===== src/include/rsel_pkg.sv =====
// Package for the room sensor event logic: widths, encodings, reset values
package rsel_pkg;
    localparam int RSEL_LIGHT_W = 6;
    localparam logic [5:0] RSEL_THR_MIN = 6'h01;
    localparam logic [5:0] RSEL_THR_MAX = 6'h3F;
    localparam int RSEL_COUNT_W = 16;
    localparam int RSEL_GRACE_W = 16;
    localparam int RSEL_MV_W = 12;
    localparam logic [15:0] RSEL_CNT_ZERO = 16'h0000;
    localparam logic [15:0] RSEL_CNT_ONE = 16'h0001;
    localparam logic [15:0] RSEL_GRACE_ZERO = 16'h0000;
    localparam logic [11:0] RSEL_MV_ZERO = 12'h000;
    localparam logic [5:0] RSEL_LIGHT_ZERO = 6'h00;
    // Edge selection codes
    localparam logic [1:0] RSEL_EDGE_CLOSE = 2'h0;
    localparam logic [1:0] RSEL_EDGE_OPEN = 2'h1;
    localparam logic [1:0] RSEL_EDGE_BOTH = 2'h2;
    typedef enum logic [1:0] {RSEL_MOT_IDLE, RSEL_MOT_ACTIVE} rsel_motion_e;
endpackage : rsel_pkg


===== src/core/rsel_event_logic.sv =====
// Top of the room sensor event logic: light, motion, reed and external input
`timescale 1ns/100ps
// Notes on behaviour
// - Light threshold accepted within 1 to 63
// - Dark above threshold goes bright, event
// - Bright below threshold goes dark, event
// - Light event reporting can be disabled
// - Light intensity reported periodically, independently
// - Motion reported only at first detection
// - Grace timer expiry reports motion ended
// - Edge select: close, open or both
// - Report count: zero none, n after n
// - Switch function enabled by reed_function_en
// - External input digital or analog mode
// - Digital mode has own independent counter
// - Analog mode reports voltage in millivolts
module rsel_event_logic
    import rsel_pkg::*;
#(
    parameter int LIGHT_W = RSEL_LIGHT_W,
    parameter int COUNT_W = RSEL_COUNT_W,
    parameter int GRACE_W = RSEL_GRACE_W,
    parameter int MV_W = RSEL_MV_W
) (
    input wire logic ref_clk,
    input wire logic reset_n,
    input wire logic [LIGHT_W-1:0] light_threshold,
    input wire logic light_event_en,
    input wire logic light_sample_valid,
    input wire logic [LIGHT_W-1:0] light_sample,
    input wire logic light_period_tick,
    output logic light_bright,
    output logic light_event,
    output logic light_periodic_report,
    output logic [LIGHT_W-1:0] light_intensity,
    input wire logic motion_enable,
    input wire logic infrared_motion_detector,
    input wire logic [GRACE_W-1:0] grace_period,
    input wire logic grace_tick,
    output logic motion_start_report,
    output logic motion_end_report,
    output logic motion_active,
    input wire logic reed_closed,
    input wire logic reed_function_en,
    input wire logic [1:0] reed_edge_sel,
    input wire logic [COUNT_W-1:0] reed_report_count,
    output logic reed_report,
    output logic [COUNT_W-1:0] reed_event_count,
    input wire logic ext_analog_mode,
    input wire logic ext_line_in,
    input wire logic [1:0] ext_edge_sel,
    input wire logic [COUNT_W-1:0] ext_report_count,
    output logic ext_report,
    output logic [COUNT_W-1:0] ext_event_count,
    input wire logic ext_mv_valid,
    input wire logic [MV_W-1:0] ext_mv_sample,
    output logic ext_voltage_report,
    output logic [MV_W-1:0] ext_voltage_mv
);
    // Light status
    logic bright_r;
    logic bright_nxt;
    logic light_init_r;
    logic light_event_r;
    logic periodic_r;
    logic [LIGHT_W-1:0] intensity_r;

    // Strictly above; a sample equal to the threshold never moves the status
    function automatic logic above_thr(input logic [LIGHT_W-1:0] level, input logic [LIGHT_W-1:0] thr);
        return level > thr;
    endfunction : above_thr

    wire thr_valid = (light_threshold >= LIGHT_W'(RSEL_THR_MIN)) &&
                     (light_threshold <= LIGHT_W'(RSEL_THR_MAX));
    wire go_bright = !bright_r && above_thr(light_sample, light_threshold);
    wire go_dark = bright_r && (light_sample < light_threshold);
    wire light_change = light_sample_valid && thr_valid && light_init_r && (go_bright || go_dark);
    wire first_sample = light_sample_valid && thr_valid && !light_init_r;
    wire light_event_nxt = light_change && light_event_en;

    assign bright_nxt = first_sample ? above_thr(light_sample, light_threshold) :
                        (light_change ? !bright_r : bright_r);

    always_ff @(posedge ref_clk or negedge reset_n) begin
        if (!reset_n) begin
            bright_r <= 1'b0;
            light_init_r <= 1'b0;
            light_event_r <= 1'b0;
        end else begin
            bright_r <= bright_nxt;
            light_init_r <= light_init_r | first_sample;
            light_event_r <= light_event_nxt;
        end
    end

    // Periodic intensity report, independent of the event path
    always_ff @(posedge ref_clk or negedge reset_n) begin
        if (!reset_n) begin
            intensity_r <= LIGHT_W'(RSEL_LIGHT_ZERO);
            periodic_r <= 1'b0;
        end else begin
            if (light_sample_valid) begin
                intensity_r <= light_sample;
            end
            periodic_r <= light_period_tick;
        end
    end

    assign light_bright = bright_r;
    assign light_event = light_event_r;
    assign light_periodic_report = periodic_r;
    assign light_intensity = intensity_r;

    // Motion with grace period
    rsel_motion_e mot_r;
    rsel_motion_e mot_nxt;
    logic [GRACE_W-1:0] grace_r;
    logic [GRACE_W-1:0] grace_nxt;
    logic start_r;
    logic end_r;

    wire detect = motion_enable && infrared_motion_detector;
    wire grace_done = (grace_r == '0) || (grace_r == GRACE_W'(1) && grace_tick);
    wire start_now = (mot_r == RSEL_MOT_IDLE) && detect;
    wire end_now = (mot_r == RSEL_MOT_ACTIVE) && !detect && grace_done;

    always_comb begin
        mot_nxt = mot_r;
        grace_nxt = grace_r;
        unique case (mot_r)
            RSEL_MOT_IDLE: begin
                if (detect) begin
                    mot_nxt = RSEL_MOT_ACTIVE;
                    grace_nxt = grace_period;
                end
            end
            RSEL_MOT_ACTIVE: begin
                if (detect) begin
                    grace_nxt = grace_period;
                end else if (grace_done) begin
                    mot_nxt = RSEL_MOT_IDLE;
                    grace_nxt = GRACE_W'(RSEL_GRACE_ZERO);
                end else if (grace_tick) begin
                    grace_nxt = grace_r - GRACE_W'(1);
                end
            end
            default: begin
                mot_nxt = RSEL_MOT_IDLE;
                grace_nxt = GRACE_W'(RSEL_GRACE_ZERO);
            end
        endcase
    end

    always_ff @(posedge ref_clk or negedge reset_n) begin
        if (!reset_n) begin
            mot_r <= RSEL_MOT_IDLE;
            grace_r <= GRACE_W'(RSEL_GRACE_ZERO);
            start_r <= 1'b0;
            end_r <= 1'b0;
        end else begin
            mot_r <= mot_nxt;
            grace_r <= grace_nxt;
            start_r <= start_now;
            end_r <= end_now;
        end
    end

    assign motion_start_report = start_r;
    assign motion_end_report = end_r;
    assign motion_active = (mot_r == RSEL_MOT_ACTIVE);

    // Reed switch and external digital input, one counter each
    rsel_switch_counter #(.COUNT_W(COUNT_W)) u_reed (
        .ref_clk(ref_clk),
        .reset_n(reset_n),
        .enable(reed_function_en),
        .sw_closed(reed_closed),
        .edge_sel(reed_edge_sel),
        .report_count(reed_report_count),
        .sw_report(reed_report),
        .event_count(reed_event_count)
    );

    // Line low means closed: open-drain source pulls it down
    wire ext_closed = !ext_line_in;
    rsel_switch_counter #(.COUNT_W(COUNT_W)) u_ext (
        .ref_clk(ref_clk),
        .reset_n(reset_n),
        .enable(!ext_analog_mode),
        .sw_closed(ext_closed),
        .edge_sel(ext_edge_sel),
        .report_count(ext_report_count),
        .sw_report(ext_report),
        .event_count(ext_event_count)
    );

    // Analog mode voltage report
    logic mv_rep_r;
    logic [MV_W-1:0] mv_r;
    wire mv_take = ext_analog_mode && ext_mv_valid;

    always_ff @(posedge ref_clk or negedge reset_n) begin
        if (!reset_n) begin
            mv_rep_r <= 1'b0;
            mv_r <= MV_W'(RSEL_MV_ZERO);
        end else begin
            mv_rep_r <= mv_take;
            if (mv_take) begin
                mv_r <= ext_mv_sample;
            end
        end
    end

    assign ext_voltage_report = mv_rep_r;
    assign ext_voltage_mv = mv_r;

    // Light path checks
    a_light_event_edge: assert property (@(posedge ref_clk) disable iff (!reset_n)
        light_event_r |-> (bright_r != $past(bright_r)))
        else $error("light event without change");
    a_light_disable: assert property (@(posedge ref_clk) disable iff (!reset_n)
        !$past(light_event_en) |-> !light_event_r)
        else $error("light event while disabled");
    a_dark_transition: assert property (@(posedge ref_clk) disable iff (!reset_n)
        (light_sample_valid && thr_valid && light_init_r && bright_r && light_sample < light_threshold)
        |=> !bright_r)
        else $error("missed dark transition");
    a_first_silent: assert property (@(posedge ref_clk) disable iff (!reset_n)
        first_sample |=> !light_event_r)
        else $error("event on first sample");
    a_bad_thr: assert property (@(posedge ref_clk) disable iff (!reset_n)
        !thr_valid |=> $stable(bright_r))
        else $error("status moved on bad threshold");
    a_bright_rise: assert property (@(posedge ref_clk) disable iff (!reset_n)
        (light_sample_valid && thr_valid && light_init_r && !bright_r && light_sample > light_threshold)
        |=> (light_bright && light_event == $past(light_event_en)))
        else $error("missed bright transition");
    a_dark_event: assert property (@(posedge ref_clk) disable iff (!reset_n)
        (light_sample_valid && thr_valid && light_init_r && bright_r && light_sample < light_threshold)
        |=> (light_event == $past(light_event_en)))
        else $error("dark event not as enabled");
    a_equal_holds: assert property (@(posedge ref_clk) disable iff (!reset_n)
        (light_sample_valid && light_init_r && light_sample == light_threshold) |=> $stable(light_bright))
        else $error("status moved at threshold");
    a_first_status: assert property (@(posedge ref_clk) disable iff (!reset_n)
        first_sample |=> (light_bright == $past(light_sample > light_threshold)))
        else $error("first sample status wrong");
    a_idle_holds: assert property (@(posedge ref_clk) disable iff (!reset_n)
        !light_sample_valid |=> $stable(light_bright))
        else $error("status moved without sample");
    a_intensity_kept: assert property (@(posedge ref_clk) disable iff (!reset_n)
        light_sample_valid |=> (light_intensity == $past(light_sample)))
        else $error("intensity not stored");
    a_periodic: assert property (@(posedge ref_clk) disable iff (!reset_n)
        light_period_tick |=> light_periodic_report)
        else $error("periodic report missed");
    a_periodic_only: assert property (@(posedge ref_clk) disable iff (!reset_n)
        light_periodic_report |-> $past(light_period_tick))
        else $error("unrequested periodic report");

    // Motion checks
    a_motion_once: assert property (@(posedge ref_clk) disable iff (!reset_n)
        start_r |-> !$past(start_r))
        else $error("repeated motion start");
    a_motion_start: assert property (@(posedge ref_clk) disable iff (!reset_n)
        (!motion_active && detect) |=> (motion_start_report && motion_active))
        else $error("missed motion start");
    a_motion_quiet: assert property (@(posedge ref_clk) disable iff (!reset_n)
        (motion_active && detect) |=> (motion_active && !motion_start_report && !motion_end_report))
        else $error("report while motion continues");
    a_grace_reload: assert property (@(posedge ref_clk) disable iff (!reset_n)
        (motion_active && detect) |=> (grace_r == $past(grace_period)))
        else $error("grace not reloaded");
    a_grace_count: assert property (@(posedge ref_clk) disable iff (!reset_n)
        (motion_active && !detect && !grace_done && grace_tick) |=> (grace_r == $past(grace_r) - GRACE_W'(1)))
        else $error("grace not counted down");
    a_motion_end: assert property (@(posedge ref_clk) disable iff (!reset_n)
        end_r |-> ($past(mot_r) == RSEL_MOT_ACTIVE && !$past(detect)))
        else $error("bad motion end");
    a_end_idle: assert property (@(posedge ref_clk) disable iff (!reset_n)
        motion_end_report |-> (!motion_active && !motion_start_report))
        else $error("motion end while still active");

    // Switch and external input checks
    a_reed_gate: assert property (@(posedge ref_clk) disable iff (!reset_n)
        !reed_function_en |=> $stable(reed_event_count))
        else $error("reed counted while disabled");
    a_reed_cleared: assert property (@(posedge ref_clk) disable iff (!reset_n)
        reed_report |-> (reed_event_count == '0))
        else $error("reed count kept after report");
    a_ext_cleared: assert property (@(posedge ref_clk) disable iff (!reset_n)
        ext_report |-> (ext_event_count == '0))
        else $error("external count kept after report");
    a_analog_gate: assert property (@(posedge ref_clk) disable iff (!reset_n)
        ext_analog_mode [*2] |-> !ext_report)
        else $error("digital report in analog mode");
    a_analog_frozen: assert property (@(posedge ref_clk) disable iff (!reset_n)
        ext_analog_mode |=> $stable(ext_event_count))
        else $error("external counted in analog mode");
    a_voltage_take: assert property (@(posedge ref_clk) disable iff (!reset_n)
        (ext_analog_mode && ext_mv_valid) |=> (ext_voltage_report && ext_voltage_mv == $past(ext_mv_sample)))
        else $error("voltage not reported");
    a_voltage_mode: assert property (@(posedge ref_clk) disable iff (!reset_n)
        ext_voltage_report |-> $past(ext_analog_mode))
        else $error("voltage report in digital mode");
    c_motion_cycle: cover property (@(posedge ref_clk) disable iff (!reset_n)
        start_r ##[1:200] end_r);
    c_light_event: cover property (@(posedge ref_clk) disable iff (!reset_n) light_event_r);
    c_reed_report: cover property (@(posedge ref_clk) disable iff (!reset_n) reed_report);
    c_mv_report: cover property (@(posedge ref_clk) disable iff (!reset_n) ext_voltage_report);
endmodule : rsel_event_logic


===== src/core/rsel_switch_counter.sv =====
// Edge selection and report counting for one switch input
`timescale 1ns/100ps
module rsel_switch_counter
    import rsel_pkg::*;
#(
    parameter int COUNT_W = RSEL_COUNT_W
) (
    input wire logic ref_clk,
    input wire logic reset_n,
    input wire logic enable,
    input wire logic sw_closed,
    input wire logic [1:0] edge_sel,
    input wire logic [COUNT_W-1:0] report_count,
    output logic sw_report,
    output logic [COUNT_W-1:0] event_count
);
    logic prev_r;
    logic primed_r;
    logic [COUNT_W-1:0] cnt_r;
    logic [COUNT_W-1:0] cnt_nxt;
    logic report_r;

    wire rise = primed_r && enable && sw_closed && !prev_r;
    wire fall = primed_r && enable && !sw_closed && prev_r;
    wire counted = (rise && (edge_sel == RSEL_EDGE_CLOSE || edge_sel == RSEL_EDGE_BOTH)) ||
                   (fall && (edge_sel == RSEL_EDGE_OPEN || edge_sel == RSEL_EDGE_BOTH));
    wire [COUNT_W-1:0] cnt_inc = cnt_r + COUNT_W'(1);
    wire report_now = counted && (report_count != '0) && (cnt_inc >= report_count);

    assign cnt_nxt = !counted ? cnt_r : (report_now ? '0 : cnt_inc);

    always_ff @(posedge ref_clk or negedge reset_n) begin
        if (!reset_n) begin
            prev_r <= 1'b0;
            primed_r <= 1'b0;
            cnt_r <= '0;
            report_r <= 1'b0;
        end else begin
            prev_r <= sw_closed;
            primed_r <= 1'b1;
            cnt_r <= cnt_nxt;
            report_r <= report_now;
        end
    end

    assign sw_report = report_r;
    assign event_count = cnt_r;

    a_report_clears: assert property (@(posedge ref_clk) disable iff (!reset_n)
        report_now |=> (cnt_r == '0))
        else $error("counter not cleared after report");
    a_zero_silent: assert property (@(posedge ref_clk) disable iff (!reset_n)
        sw_report |-> ($past(report_count) != '0))
        else $error("report with zero count");
endmodule : rsel_switch_counter


===== config.mk =====
export PLATFORM = sky130hd
export DESIGN_NAME = rsel_event_logic
export DESIGN_NICKNAME = d
export VERILOG_FILES = /design/src/include/rsel_pkg.sv /design/src/core/rsel_event_logic.sv /design/src/core/rsel_switch_counter.sv
export SDC_FILE = /design/constraint.sdc
export NUM_CORES = 1
export LEC_CHECK = 0
export BUFFER_PORTS_ARGS = -buffer_cell sky130_fd_sc_hd__buf_2
export CORE_AREA = 2 2 114 116
export DETAILED_ROUTE_END_ITERATION = 8
export DIE_AREA = 0 0 116 118
export PLACE_DENSITY_LB_ADDON = 0.05
export SYNTH_ARGS = -nofsm -noshare
export SYNTH_HDL_FRONTEND = slang
export SYNTH_HIERARCHICAL = 1
export SYNTH_SLANG_ARGS = --single-unit
export TNS_END_PERCENT = 10

===== constraint.sdc =====
create_clock -name ref_clk -period 7.7 [get_ports ref_clk]
set_clock_uncertainty 0.1 [all_clocks]
set_input_delay 0.77 -clock ref_clk [delete_from_list [all_inputs] [get_ports ref_clk]]
set_output_delay 0.77 -clock ref_clk [all_outputs]
set_load 0.02 [all_outputs]

==> run metrics <==
status finished clean; Synth Area per Inst 9.11 sq um; post-detailed-route via-to-cell ratio 5.40; worst-path fanout max 16; clock latency at the later pin of the worst-skew pair 330 ps; total global routing track utilization 19.5%; worst-case vdd ir drop 0.000150 V; boundary pin count 148; relative contribution of combinational cells to total power 26.6%; switching share of total power 32.7%; Placed Cells incl. Taps 892; worst slack at placement 3890 ps; Synth Cell Area 5490 sq um; required time of the critical path 7780 ps; final HPWL from detailed placement 9750 um; critical path capture point type register; number of antenna violations at the first check in global routing 0; effective utilization at floorplan 44.2%; number of iterations in the first detailed-routing pass 4; YS warnings 6; overall die area 13700 sq um; number of flip-flops and latches in the synthesized netlist 80; Inserted Clock Buffers 9; final-report setup violation count 0; final worst slack 3850 ps; WL/cell 14.3 um; portion of the post-synthesis area used by sequential elements 36.5%; achievable frequency 260 MHz; startpoint type of the worst setup path register; number of global-route vias before repair 4670; gate count after technology mapping 602; commonest register cell after synthesis dfrtp_1; worst setup path class register to register; arrival time reported for the critical path endpoint 3930 ps; nets in the synthesized netlist 738; Worst R2R Path Depth 14; number of gates resized after cts 0; total number of H-tree levels 3; final net count 867; signed area change from the synthesized netlist to the final layout 19.4%; Max-slew headroom 30.2%; sequential cell fraction of total power 42.6%; hold buffer count at CTS 0; post-layout total power 1230 uW; Worst R2R Setup Slack 3850 ps; fraction of final layout cells sized beyond drive strength 1 28.2%; P per Cell Area 188 nW/um^2; first-pass GRT wire length 21800 um; post-CTS setup repair buffer count 0; type of the most critical hold path register to register; final number of hold-violating endpoints 0; core outline area 12400 sq um; Final Routed Wirelength 13000 um; max cap viols 0; number of enable flip-flop cells after synthesis 0; clock share of power 30.8%; Die Height 118 um; distinct cell type count after synthesis 55; Psw 401 uW; reg-to-reg critical path startpoint u_reed/event_count[0]; gp weighted congestion 0.855; Port Buffers 147; fin cells 907; commonest cells after routing, fill and taps aside 146 x buf_2, 80 x dfrtp_1, 58 x inv_1; residual overflow from global routing 0; clock period minus final worst setup slack 3850 ps; worst-margin pin slew 1040 ps; timing startpoint of the critical path u_reed/event_count[0]; number of buffers between clock root and the deepest sink 2; clock sink count 80; clock tree from TritonCTS built; final max-slew violation count 0; fill cell instance count of the final layout 1240; setup_tns 0 ps; detailed router's first-iteration violation count 188; LEAKAGE 0.00342 uW; antenna diode count 0; endpoint of the worst setup timing path u_reed/event_count[9]; internal power 828 uW; setup repair after global routing missed its margin no; portion of the clock cycle consumed by the worst path in the final layout 50.0%; number of nets with antenna violations after routing 0; Crit Reg-Reg Endpoint u_reed/event_count[9]; most common cell after layout, fill and taps aside buf_2; Clock transition at path regs 60 ps; worst hold slack after final layout 400 ps; DRC violations left 0; clock tree root buffer cell clkbuf_16; via total after detailed routing 4900; Async S/R FF share, synth 100%; die width 116 um; Cell Rows 41; maximum number of pins on one net before global-route repair 81
==> how the worst min path moves through the flow <==
| stage | end | slack (ps) | depth (start not counted) | startpoint |
|---|---|---|---|---|
| after floorplan | light_init_r | 360 | 1 | light_init_r |
| after global placement | light_init_r | 380 | 1 | light_init_r |
| after detailed placement | ext_voltage_mv[0] | 390 | 1 | ext_voltage_mv[0] |
| after CTS | ext_voltage_mv[0] | 400 | 1 | ext_voltage_mv[0] |
| after global routing | light_intensity[0] | 420 | 1 | light_intensity[0] |
| final | ext_voltage_mv[0] | 400 | 1 | ext_voltage_mv[0] |
==> power groups by stage <==
stage	combinational [uW]	clock [uW]	sequential (uW)
after floorplan	205	0	546
after global placement	322	0	526
after detailed placement	328	0	529
after CTS	329	396	522
after global routing	368	413	533
final	327	378	524
==> critical path, stage by stage (launching register included) <==
cell,delay (ps)
dfrtp_1,450
ha_1,330
nand4_1,180
nor2_2,290
and3_1,330
nand3_1,120
nand2_1,90
nand2_1,50
ha_1,290
nand4_1,130
nor3_1,310
a2111oi_2,90
o41ai_1,100
and3_1,700
nor3_1,130
==> cells in the mapped netlist (5+ instances only) <==
library cell,n,area share [%]
nand4_1,17,1.9
a41oi_1,6,0.96
a21o_1,9,1.2
ha_1,47,11
clkbuf_1,15,1.0
nand2_1,33,2.3
inv_1,58,4.0
a21oi_1,25,2.3
xnor2_1,12,1.9
dfrtp_1,80,36
mux2_2,18,3.7
a31oi_1,5,0.57
a211oi_1,5,0.68
buf_6,5,1.0
nand3_1,27,2.5
nor3_2,8,1.5
xor2_1,18,2.9
buf_2,9,0.82
nor3_1,25,2.3
o21ai_0,29,2.6
nor4_1,10,1.1
mux2i_1,9,1.6
a32o_1,14,2.6
nor2_1,39,2.7
and3_1,23,2.6
==> registers in the layout, summed over array words and instances, names as in the netlist <==
register and count:
u_reed/event_count 16, light_init_r 1, grace_r 16, motion_start_report 1, light_bright 1, u_reed/primed_r 1
u_ext/sw_report 1, u_ext/event_count 16, light_event 1, ext_voltage_mv 12, mot_r 1, light_periodic_report 1
u_ext/primed_r 1, light_intensity 6, motion_end_report 1, u_ext/prev_r 1, u_reed/prev_r 1, ext_voltage_report 1
u_reed/sw_report 1
==> layer usage <==
metal	track usage, %	wire (um)
met5	0	0
met4	5.88	213
met3	2.94	660
met2	30.7	6040
met1	27.6	6100
==> cell type report <==
class | instances | area [sq um] | share of cell area, %
inverter | 58 | 218 | 3.32
tap | 172 | 215 | 3.28
sequential | 80 | 2000 | 30.6
clock inverter | 6 | 37.5 | 0.573
multi-input combinational | 433 | 3100 | 47.3
clock buffer | 9 | 225 | 3.44
timing repair buffer | 149 | 753 | 11.5
==> cells by family after synthesis <==
logic type,count (synthesis),synth area share [%]
simple gates,213,21.1
compound gates,114,14.4
buf+inv,89,6.98
flops,80,36.5
fa+ha+maj,47,10.7
xor+xnor,30,4.79
mux,27,5.34
other cells,2,0.137
==> per-stage QoR <==
| stage | instance area [sq um] | util, % |
|---|---|---|
| after detailed placement | 6290 | 50.7 |
| after global routing | 6550 | 52.8 |
| final | 6550 | 52.8 |
| after floorplan | 5490 | - |
| after global placement | 6290 | 50.7 |
| after CTS | 6550 | 52.8 |
(Power assumes the default switching activity.)
